`src/common/clhp_pkg.sv`:
```
package clhp_pkg;
    localparam int          CLK_MHZ          = 200;
    localparam int          INIT_BUSY_MS     = 40;
    localparam int          INIT_BUSY_CYC    = INIT_BUSY_MS * 1000 * CLK_MHZ;
    localparam int          IO_LOW_MS        = 40;
    localparam int          IO_LOW_CYC       = IO_LOW_MS * 1000 * CLK_MHZ;
    // Strobe timing: cycle 1200 ns, pulse 480 ns, setup 80 ns
    localparam int          EN_CYCLE_NS      = 1200;
    localparam int          EN_PULSE_NS      = 480;
    localparam int          SETUP_NS         = 80;
    localparam int          EN_PULSE_CYC     = (EN_PULSE_NS * CLK_MHZ + 999) / 1000;
    localparam int          SETUP_CYC        = (SETUP_NS * CLK_MHZ + 999) / 1000;
    localparam int          EN_LOW_CYC       = EN_PULSE_CYC;
    localparam int          READ_SAMPLE_CYC  = EN_PULSE_CYC - 1;
    // Function-set instruction: code bit 5, width bit 4
    localparam int          FSET_BIT         = 5;
    localparam int          WIDTH_BIT        = 4;
    localparam logic [7:0]  FSET_MASK        = 8'hE0;
    localparam logic [7:0]  FSET_CODE        = 8'h20;
    localparam logic        WIDTH_RST        = 1'b1;
    localparam logic [6:0]  ADDR_RST         = 7'h00;
    localparam logic [7:0]  DATA_RST         = 8'h00;
endpackage

```
`src/common/clhp_if.sv`:
```
`timescale 1ns/100ps
`default_nettype none
interface clhp_if;
    logic       reg_sel;
    logic       rd_wr;
    logic       enable;
    logic [7:0] bus_line_h;
    logic [7:0] bus_line_h_oe;
    logic [7:0] bus_line_d;
    logic [7:0] bus_line_d_oe;
    modport dev  (input  reg_sel, rd_wr, enable, bus_line_h, bus_line_h_oe,
                  output bus_line_d, bus_line_d_oe);
    modport host (output reg_sel, rd_wr, enable, bus_line_h, bus_line_h_oe,
                  input  bus_line_d, bus_line_d_oe);
endinterface
`default_nettype wire

```
`src/verilog/clhp_device.sv`:
```
`timescale 1ns/100ps
`default_nettype none
module clhp_device #(
    parameter int INIT_CYC = clhp_pkg::INIT_BUSY_CYC
) (
    input  wire logic        mclk,
    input  wire logic        rst_n,
    clhp_if.dev              bus,
    input  wire logic        busy_in,
    input  wire logic [6:0]  address_pointer,
    input  wire logic [7:0]  rd_data,
    output logic             wr_valid,
    output logic             wr_is_data,
    output logic [7:0]       wr_byte,
    output logic             rd_done,
    output logic             rd_is_data,
    output logic             bus_width_select,
    output logic             busy_indicator
);
    import clhp_pkg::*;

    // ************************************************
    // Pin synchronisers
    // ************************************************
    logic [10:0] meta_r;
    logic [10:0] sync_r;
    always_ff @(posedge mclk or negedge rst_n) begin
        if (!rst_n) begin
            meta_r <= '0;
            sync_r <= '0;
        end else begin
            meta_r <= {bus.reg_sel, bus.rd_wr, bus.enable, bus.bus_line_h};
            sync_r <= meta_r;
        end
    end
    logic       s_rs;
    logic       s_rw;
    logic       s_en;
    logic [7:0] s_db;
    assign {s_rs, s_rw, s_en, s_db} = sync_r;

    // ************************************************
    // Transfer state
    // ************************************************
    logic        en_d_r,   en_d_nxt;
    logic        width_r,  width_nxt;
    logic        phase_r,  phase_nxt;
    logic [3:0]  hi_r,     hi_nxt;
    logic [7:0]  dout_r,   dout_nxt;
    logic [7:0]  doe_r,    doe_nxt;
    logic        wv_r,     wv_nxt;
    logic        wd_r,     wd_nxt;
    logic [7:0]  wb_r,     wb_nxt;
    logic        rdn_r,    rdn_nxt;
    logic        rdd_r,    rdd_nxt;
    logic [31:0] init_r,   init_nxt;
    logic        busy_r,   busy_nxt;
    logic [7:0]  rbyte;
    logic [7:0]  full;
    logic        fall;
    logic        rise;

    always_comb begin
        en_d_nxt  = s_en;
        width_nxt = width_r;
        phase_nxt = phase_r;
        hi_nxt    = hi_r;
        dout_nxt  = dout_r;
        doe_nxt   = doe_r;
        wv_nxt    = 1'b0;
        wd_nxt    = wd_r;
        wb_nxt    = wb_r;
        rdn_nxt   = 1'b0;
        rdd_nxt   = rdd_r;
        init_nxt  = init_r;
        busy_nxt  = busy_r;
        rise      = s_en && !en_d_r;
        fall      = !s_en && en_d_r;
        rbyte     = s_rs ? rd_data : {busy_r | busy_in, address_pointer};
        full      = {hi_r, s_db[7:4]};
        if (init_r != 32'h0000_0000) begin
            init_nxt = init_r - 32'h0000_0001;
        end else begin
            busy_nxt = 1'b0;
        end
        if (rise && s_rw) begin
            if (!width_r) begin
                // High nibble then low on upper lines
                dout_nxt = phase_r ? {rbyte[3:0], 4'h0}
                                   : {rbyte[7:4], 4'h0};
                doe_nxt  = 8'hF0;
            end else begin
                dout_nxt = rbyte;
                doe_nxt  = 8'hFF;
            end
        end
        if (fall) begin
            doe_nxt = 8'h00;
            if (!width_r) begin
                phase_nxt = !phase_r;
                if (!phase_r) begin
                    hi_nxt = s_db[7:4];
                end else if (s_rw) begin
                    rdn_nxt = 1'b1;
                    rdd_nxt = s_rs;
                end else begin
                    wv_nxt = 1'b1;
                    wd_nxt = s_rs;
                    wb_nxt = full;
                    if (!s_rs && (full & FSET_MASK) == FSET_CODE
                        && full[WIDTH_BIT] != width_r) begin
                        width_nxt = full[WIDTH_BIT];
                        phase_nxt = 1'b0;
                    end
                end
            end else if (s_rw) begin
                rdn_nxt = 1'b1;
                rdd_nxt = s_rs;
            end else begin
                wv_nxt = 1'b1;
                wd_nxt = s_rs;
                wb_nxt = s_db;
                if (!s_rs && (s_db & FSET_MASK) == FSET_CODE) begin
                    width_nxt = s_db[WIDTH_BIT];
                    phase_nxt = 1'b0;
                end
            end
        end
    end

    always_ff @(posedge mclk or negedge rst_n) begin
        if (!rst_n) begin
            en_d_r  <= 1'b0;
            width_r <= WIDTH_RST;
            phase_r <= 1'b0;
            hi_r    <= 4'h0;
            dout_r  <= DATA_RST;
            doe_r   <= 8'h00;
            wv_r    <= 1'b0;
            wd_r    <= 1'b0;
            wb_r    <= DATA_RST;
            rdn_r   <= 1'b0;
            rdd_r   <= 1'b0;
            init_r  <= 32'(INIT_CYC);
            busy_r  <= 1'b1;
        end else begin
            en_d_r  <= en_d_nxt;
            width_r <= width_nxt;
            phase_r <= phase_nxt;
            hi_r    <= hi_nxt;
            dout_r  <= dout_nxt;
            doe_r   <= doe_nxt;
            wv_r    <= wv_nxt;
            wd_r    <= wd_nxt;
            wb_r    <= wb_nxt;
            rdn_r   <= rdn_nxt;
            rdd_r   <= rdd_nxt;
            init_r  <= init_nxt;
            busy_r  <= busy_nxt;
        end
    end

    assign bus.bus_line_d    = dout_r;
    assign bus.bus_line_d_oe = doe_r;
    assign wr_valid          = wv_r;
    assign wr_is_data        = wd_r;
    assign wr_byte           = wb_r;
    assign rd_done           = rdn_r;
    assign rd_is_data        = rdd_r;
    assign bus_width_select  = width_r;
    assign busy_indicator    = busy_r;
endmodule
`default_nettype wire

```
`src/flat_wrapper.sv`:
```
// flat-port wrapper written by rule: the top's interface ports become plain ports
module clhp_device_flat import clhp_pkg::*;
#(
    parameter int INIT_CYC = clhp_pkg::INIT_BUSY_CYC
)
  (mclk, rst_n, busy_in, address_pointer, rd_data, wr_valid, wr_is_data, wr_byte, rd_done, rd_is_data, bus_width_select, busy_indicator, bus_reg_sel, bus_rd_wr, bus_enable, bus_bus_line_h, bus_bus_line_h_oe, bus_bus_line_d, bus_bus_line_d_oe);
  clhp_if bus_i ();
  input  wire logic mclk;
  input  wire logic rst_n;
  input  wire logic busy_in;
  input  wire logic [6:0] address_pointer;
  input  wire logic [7:0] rd_data;
  output logic wr_valid;
  output logic wr_is_data;
  output logic [7:0] wr_byte;
  output logic rd_done;
  output logic rd_is_data;
  output logic bus_width_select;
  output logic busy_indicator;
  input wire logic [$bits(bus_i.reg_sel)-1:0] bus_reg_sel;
  input wire logic [$bits(bus_i.rd_wr)-1:0] bus_rd_wr;
  input wire logic [$bits(bus_i.enable)-1:0] bus_enable;
  input wire logic [$bits(bus_i.bus_line_h)-1:0] bus_bus_line_h;
  input wire logic [$bits(bus_i.bus_line_h_oe)-1:0] bus_bus_line_h_oe;
  output wire logic [$bits(bus_i.bus_line_d)-1:0] bus_bus_line_d;
  output wire logic [$bits(bus_i.bus_line_d_oe)-1:0] bus_bus_line_d_oe;
  assign bus_i.reg_sel = bus_reg_sel;
  assign bus_i.rd_wr = bus_rd_wr;
  assign bus_i.enable = bus_enable;
  assign bus_i.bus_line_h = bus_bus_line_h;
  assign bus_i.bus_line_h_oe = bus_bus_line_h_oe;
  assign bus_bus_line_d = bus_i.bus_line_d;
  assign bus_bus_line_d_oe = bus_i.bus_line_d_oe;
  clhp_device #(.INIT_CYC(INIT_CYC)) u_core (.mclk(mclk), .rst_n(rst_n), .bus(bus_i), .busy_in(busy_in), .address_pointer(address_pointer), .rd_data(rd_data), .wr_valid(wr_valid), .wr_is_data(wr_is_data), .wr_byte(wr_byte), .rd_done(rd_done), .rd_is_data(rd_is_data), .bus_width_select(bus_width_select), .busy_indicator(busy_indicator));
endmodule
```
`config.mk`:
```
export PLATFORM = sky130hd
export DESIGN_NAME = clhp_device_flat
export DESIGN_NICKNAME = d
export VERILOG_FILES = /design/src/common/clhp_pkg.sv /design/src/common/clhp_if.sv /design/src/verilog/clhp_device.sv /design/src/flat_wrapper.sv
export SDC_FILE = /design/constraint.sdc
export NUM_CORES = 1
export LEC_CHECK = 0
export BUFFER_PORTS_ARGS = -buffer_cell sky130_fd_sc_hd__buf_4
export CAP_MARGIN = 20
export CORE_UTILIZATION = 55
export CTS_CLUSTER_DIAMETER = 150
export DETAILED_ROUTE_END_ITERATION = 7
export HOLD_SLACK_MARGIN = 0.08
export PLACE_DENSITY = 0.79
export SETUP_SLACK_MARGIN = 0.3
export SLEW_MARGIN = 10
export SYNTH_ARGS = -nofsm -noshare
export SYNTH_HDL_FRONTEND = slang
export SYNTH_SLANG_ARGS = --single-unit
```
`constraint.sdc`:
```
create_clock -name mclk -period 4.26 [get_ports mclk]
set_input_delay 0.852 -clock mclk [delete_from_list [all_inputs] [get_ports mclk]]
set_output_delay 0.852 -clock mclk [all_outputs]
set_load 0.1 [all_outputs]
```
# Yosys cells after proc, flatten, opt, wreduce, memory -nomap -nowiden
# Index checks and enable logic that the tools add are counted.
[classes]
n_addsub = 1
bitwise_logic = 4
eq_ne = 5
reduce_logical = 17
muxes = 36
[ops]
columns = ["cell", "count"]
rows = [
  ["8-bit two-way mux", 9],
  ["32-bit nonzero test", 1],
  ["32-bit by 1-bit subtractor with 32-bit output (second input constant)", 1],
  ["1-bit two-way mux", 26],
  ["3-bit AND reduction", 3],
  ["3-bit by 1-bit == test with 1-bit output (second input constant)", 2],
  ["1-bit logical AND", 6],
  ["1-bit logical NOT", 4],
  ["4-bit two-way mux", 1],
  ["2-bit inequality test (second input constant)", 2],
  ["2-bit nonzero test", 2],
  ["1-bit inverter", 3],
  ["2-bit AND reduction", 1],
  ["1-bit inequality test", 1],
  ["1-bit bitwise OR", 1],
]
[totals]
elab_cells = 78
register_bits = 90
output_inout_bits = 30
input_bits = 37

# Logic depth before layout (Yosys ltp)
[logic_depth]
ltp_word = 7
depth_mapped = 9
depth_no_buf = 7

# Least setup slack after synthesis
# OpenSTA, ideal clock, no wires.
[synth_path]
path_kind = "register to output"
startpoint = "reg, netlist name u_core.bus.bus_line_d_oe[6]"
endpoint = "out bus_bus_line_d_oe[5]"
path_stages_with_launch = 2
arrival_ns = 1.373
path_slack_ns = 2.035
cell_sequence = "dfrtp_1 buf_4"
[synth_rtl]
columns = ["element", "line_no", "text"]
rows = [
  ["end, declared", "flat_wrapper.sv:26", "output wire logic [$bits(bus_i.bus_line_d_oe)-1:0] bus_bus_line_d_oe;"],
]

# Worst setup path in the final report
[layout_path]
startpoint = "reg u_core.init_r[0]"
endpoint = "reg u_core.init_r[17]"
[layout_between]
elab_chain_cells = 1
word_cells_on_any_way = 2
classes_between = "add/sub: 1; reduce/logical: 1"
[layout_lines]
columns = ["element", "line_no", "text"]
rows = [
  ["start, declared", "clhp_device.sv:56", "logic [31:0] init_r, init_nxt;"],
  ["start signal, assigned", "clhp_device.sv:144", "init_r <= 32'(INIT_CYC);"],
  ["start signal, assigned", "clhp_device.sv:158", "init_r <= init_nxt;"],
  ["32-bit by 1-bit subtractor with 32-bit output / 32-bit nonzero test (equally long branches)", "clhp_device.sv:82, clhp_device.sv:81", ""],
]
# Several ways; a longest one is shown, not always the timed one.
# A chain may end at the register's enable or synchronous reset.

==> reports/metrics.sh <==
ACTUAL_TRANSITION_AT_THE_WORST_MAX_TRANSITION_PIN_NS=0.9216
FINALNETCOUNT=383
CRITICAL_PATH_ARRIVAL_NS=3.00
INSTANCES_NO_FILL=425
PLACEABLECOREAREA_UM2=6061
SYNTH.AVG_CELL_AREA_UM2=12.32
FIN_CRIT_SH_PCT=63.72
DIE-HEIGHT_UM=82.32
TIMING.MAX_CAP.VIOLATIONS=0
ROUTEDWLPERCELL_UM=14.70
ANTENNA_VIOL_NETS_FINAL=0
CLOCK_TREE_SKEW_AFTER_FINAL_LAYOUT_NS=0.004818
CLOCK_TREE.BUFFER_DEPTH=2
FINALWEIGHTEDCONGESTION=0.8325
SYNTH_CELLS=288
SYNTHTOLAYOUTAREAGROWTH_PCT=18.76
POWER.DENSITY_nW_PER_UM2=463.8
TOTAL_SWITCHING_POWER_uW=748.6
WL_MET3_UM=312
IR_DROP_uV=342.3
DRT_ITER0_MARKERS=109
CTS_SETUP_BUFFERS=0
COUNT_OF_STATE_ELEMENTS_AFTER_SYNTHESIS=84
TIMING.MAX_SLEW.REL_SLACK_PCT=38.23
MET2_WIRELENGTH_MM=3.114
CRIT_PATH_CELL_TRACE='inv_1, ha_1, or4b_1, nor4_4, nand3_2, nand4b_1, xnor2_1'
DRT_WL_TOTAL_MM=6.247
LARGEST_INCREMENTAL_DELAY_ON_THE_CRITICAL_PATH_NS=0.59
MAPPEDNETLISTAREA_UM2=3548
INSERTION_DELAY_NS=0.36
STATIC-LEAKAGE-POWER_nW=2.038
CP-START-KIND='flop'
ENDPOINT_KIND='flop'
FP.DIEAREA_UM2=6777
DIE_X_UM=82.32
NUMPLACEDINSTANCES=408
SETUP_VIOL_COUNT_FINAL=0
MAPPEDNETLISTNETS=326
FIN_CRIT_NS=2.714
SYNTH_TOP_CELL_AREA_SHARE_PCT=52.89
WORST_PATH_DOMINANT_CELL_FAMILY='simple AND/OR/NAND/NOR gates'
DRT_PASS1_ITERATIONS=4
CTS_HOLD_REPAIR.BUFFERS=0
CLOCK_SINKS=84
CTS_BUFFERS=9
CRITPATHKIND='reg2reg'
CRITICAL_PATH_BUF_INV_COUNT=1
LAYOUT-DRIVE-GT1-SHARE_PCT=32.86
HPWL_MM=4.114
FINALHOLDVIOLATIONS=0
SHARE_CLK_OF_TOTAL_POWER_PCT=26.7
ROOT_BUFFER='sky130_fd_sc_hd__clkbuf_8'
DR_TOTAL_VIAS=2310
TOP_LAYER='met4'
DRT-VIAS-PER-INSTANCE=5.435
POWER.SHARE.SEQUENTIAL_PCT=46.6
CELL_ROWS=28
GRT_TOTAL_OVFL=0
TRITONCTS='built'
POST_SYNTH_MAIN_AREA_CONTRIBUTORS='sky130_fd_sc_hd__dfrtp_1, sky130_fd_sc_hd__dfstp_2, sky130_fd_sc_hd__xnor2_1, sky130_fd_sc_hd__mux2i_1, sky130_fd_sc_hd__mux2_2'
FIRST_GLOBAL_VIAS=2182
GRT.TOTAL_USAGE_PCT=20.22
GRT_MAX_DEGREE=85
HOLD_PATH_CLASS='reg2reg'
DRCVIOLATIONCOUNT=0
CTS_REPAIR_RESIZE_COUNT=0
COMB_POWER_SHARE_PCT=26.6
CRITICAL-PATH-SLOWEST-CELL='sky130_fd_sc_hd__or4b_1'
INTERNAL_POWER_mW=1.206
LAYOUT.CELLS.MOST_COMMON_LIST='sky130_fd_sc_hd__dfrtp_1, sky130_fd_sc_hd__buf_4, sky130_fd_sc_hd__nor2_1'
HTREEDEPTH=3
PEAK_FANOUT_ALONG_THE_CRITICAL_PATH=17
SLEW_VIOLATIONS=0
FLOORPLAN.IO_PINS=67
SWITCH_SHARE_PCT=38.30
WORST_EP_REQUIRED_TIME_NS=4.54
ANTENNA_VIOLATIONS_BEFORE_REPAIR=0
RUN_STATUS='completed'
SEQ_AREA_FRAC_SYNTH_PCT=59.56
NUM_ANTENNA_CELLS=0
MAXCLOCKFREQUENCY_MHz=368.4
RSZ0062_AT_GRT='false'
SETUP.REG_TO_REG.WORST_SLACK_NS=1.55
YOSYS_WARNINGS=0
CELL_ACCOUNTING_FOR_THE_MOST_SYNTHESIZED_AREA='sky130_fd_sc_hd__dfrtp_1'
SETUP_TOTAL_NEGATIVE_SLACK_NS=0
COMMONEST_NON_FILL_NON_TAP_CELL_IN_THE_LAYOUT='sky130_fd_sc_hd__dfrtp_1'
GRT_PASS1_WL_MM=9.956
YS_TYPES=46
PORT_BUFFERS=58
DRT-MET1-WL_MM=2.724
CTS.REPORTEDPATHS.CLKPINSLEW_NS=0.09
STARTING_DENSITY_OF_THE_CORE_PCT=58.55
-- cells in the mapped netlist, drive strengths merged --
cell and instances:
o2111ai 1, nor4 7, and4bb 1, nor2 26, o211ai 1, buf 9
nand2b 1, mux2 10, nand3b 3, mux2i 13, or4 4, clkbuf 4
inv 4, xnor2 19, a21oi 11, a21o 1, nand4 1, or2 4
mux4 4, dfstp 9, o31ai 8, xor2 5, ha 1, dfrtp 75
a211oi 1, nand3 10, a31oi 1, nor2b 2, and2 1, o21ai 7
nor3b 1, nand4b 2, or3 2, nor3 12, and3 2, a21bo 1
a41oi 1, or4b 1, nand2 22
-- metrics by stage --
stage,util [%],instance area [um^2],hold WS (ns),total power [mW],worst slack [ns]
after floorplan,-,3548,0.3312,1.325,2.035
after global placement,66.06,4004,0.3336,1.438,1.664
after detailed placement,66.06,4004,0.3347,1.448,1.575
after CTS,69.08,4187,0.3522,1.970,1.548
after global routing,69.53,4214,0.3558,2.038,1.402
final,69.53,4214,0.3526,1.955,1.546
-- sequential cells by signal, summed over array words and instances (netlist names) --
register and cells:
u_core.bus.bus_line_d 8, u_core.en_d_r 1, u_core.wr_byte 8, u_core.wr_valid 1, u_core.wr_is_data 1, u_core.busy_indicator 1, u_core.phase_r 1, u_core.bus_width_select 1
u_core.rd_is_data 1, u_core.bus.bus_line_d_oe 2, u_core.sync_r 11, u_core.hi_r 4, u_core.rd_done 1, u_core.init_r 32, u_core.meta_r 11
-- cells by family (layout without fill, tap and decap cells) --
family          count (synthesis)  after routing  synth area share [%]
fa+ha+maj                       1              1                0.3526
simple gates                  102            102                 16.15
xor+xnor                       24             24                 5.924
compound gates                 33             33                 5.995
flops                          84             84                 59.56
buf+inv                        17             79                 2.644
mux                            27             27                 9.379
-- power by group through the flow --
stage                     sequential (mW)  combinational (mW)  clock, mW
after floorplan                      1.19               0.131          0
after CTS                           0.911               0.521      0.538
after global placement              0.923               0.515          0
after detailed placement            0.928               0.520          0
after global routing                0.922               0.541      0.574
final                               0.912               0.521      0.522
-- layout make-up --
cell class	instances	area, um^2
inverter	4	15.01
clock buffer	9	123.9
fill	465	1847
timing repair buffer	59	462.9
clock inverter	7	58.81
sequential	84	2113
tap	75	93.84
multi-input combinational	187	1346
-- final timing paths --
kind / end / cells after the start / startpoint
max: u_core.init_r[17] / 7 / u_core.init_r[0]
min: u_core.sync_r[0] / 0 / u_core.meta_r[0]
max reg2reg: u_core.init_r[17] / 7 / u_core.init_r[0]
min reg2reg: u_core.sync_r[0] / 0 / u_core.meta_r[0]
max in group asynchronous: u_core.init_r[19] / 2 / rst_n
min in group asynchronous: u_core.bus.bus_line_d[6] / 1 / rst_n
-- worst register-to-register path, delay by kind of cell (launching register included) --
family / cells / cell delay, ns
simple gates: 4 / 1.78
fa+ha+maj: 1 / 0.20
xor+xnor: 1 / 0.14
flops: 1 / 0.41
buf+inv: 1 / 0.11
-- routing by layer --
| layer | vias to the layer above | GRT usage, % |
|---|---|---|
| met5 | - | 0 |
| met4 | 0 | 11.05 |
| met3 | 9 | 3.956 |
| met2 | 61 | 33.88 |
| met1 | 1116 | 24.59 |
| li1 | 1124 | - |
(Power assumes the default switching activity.)
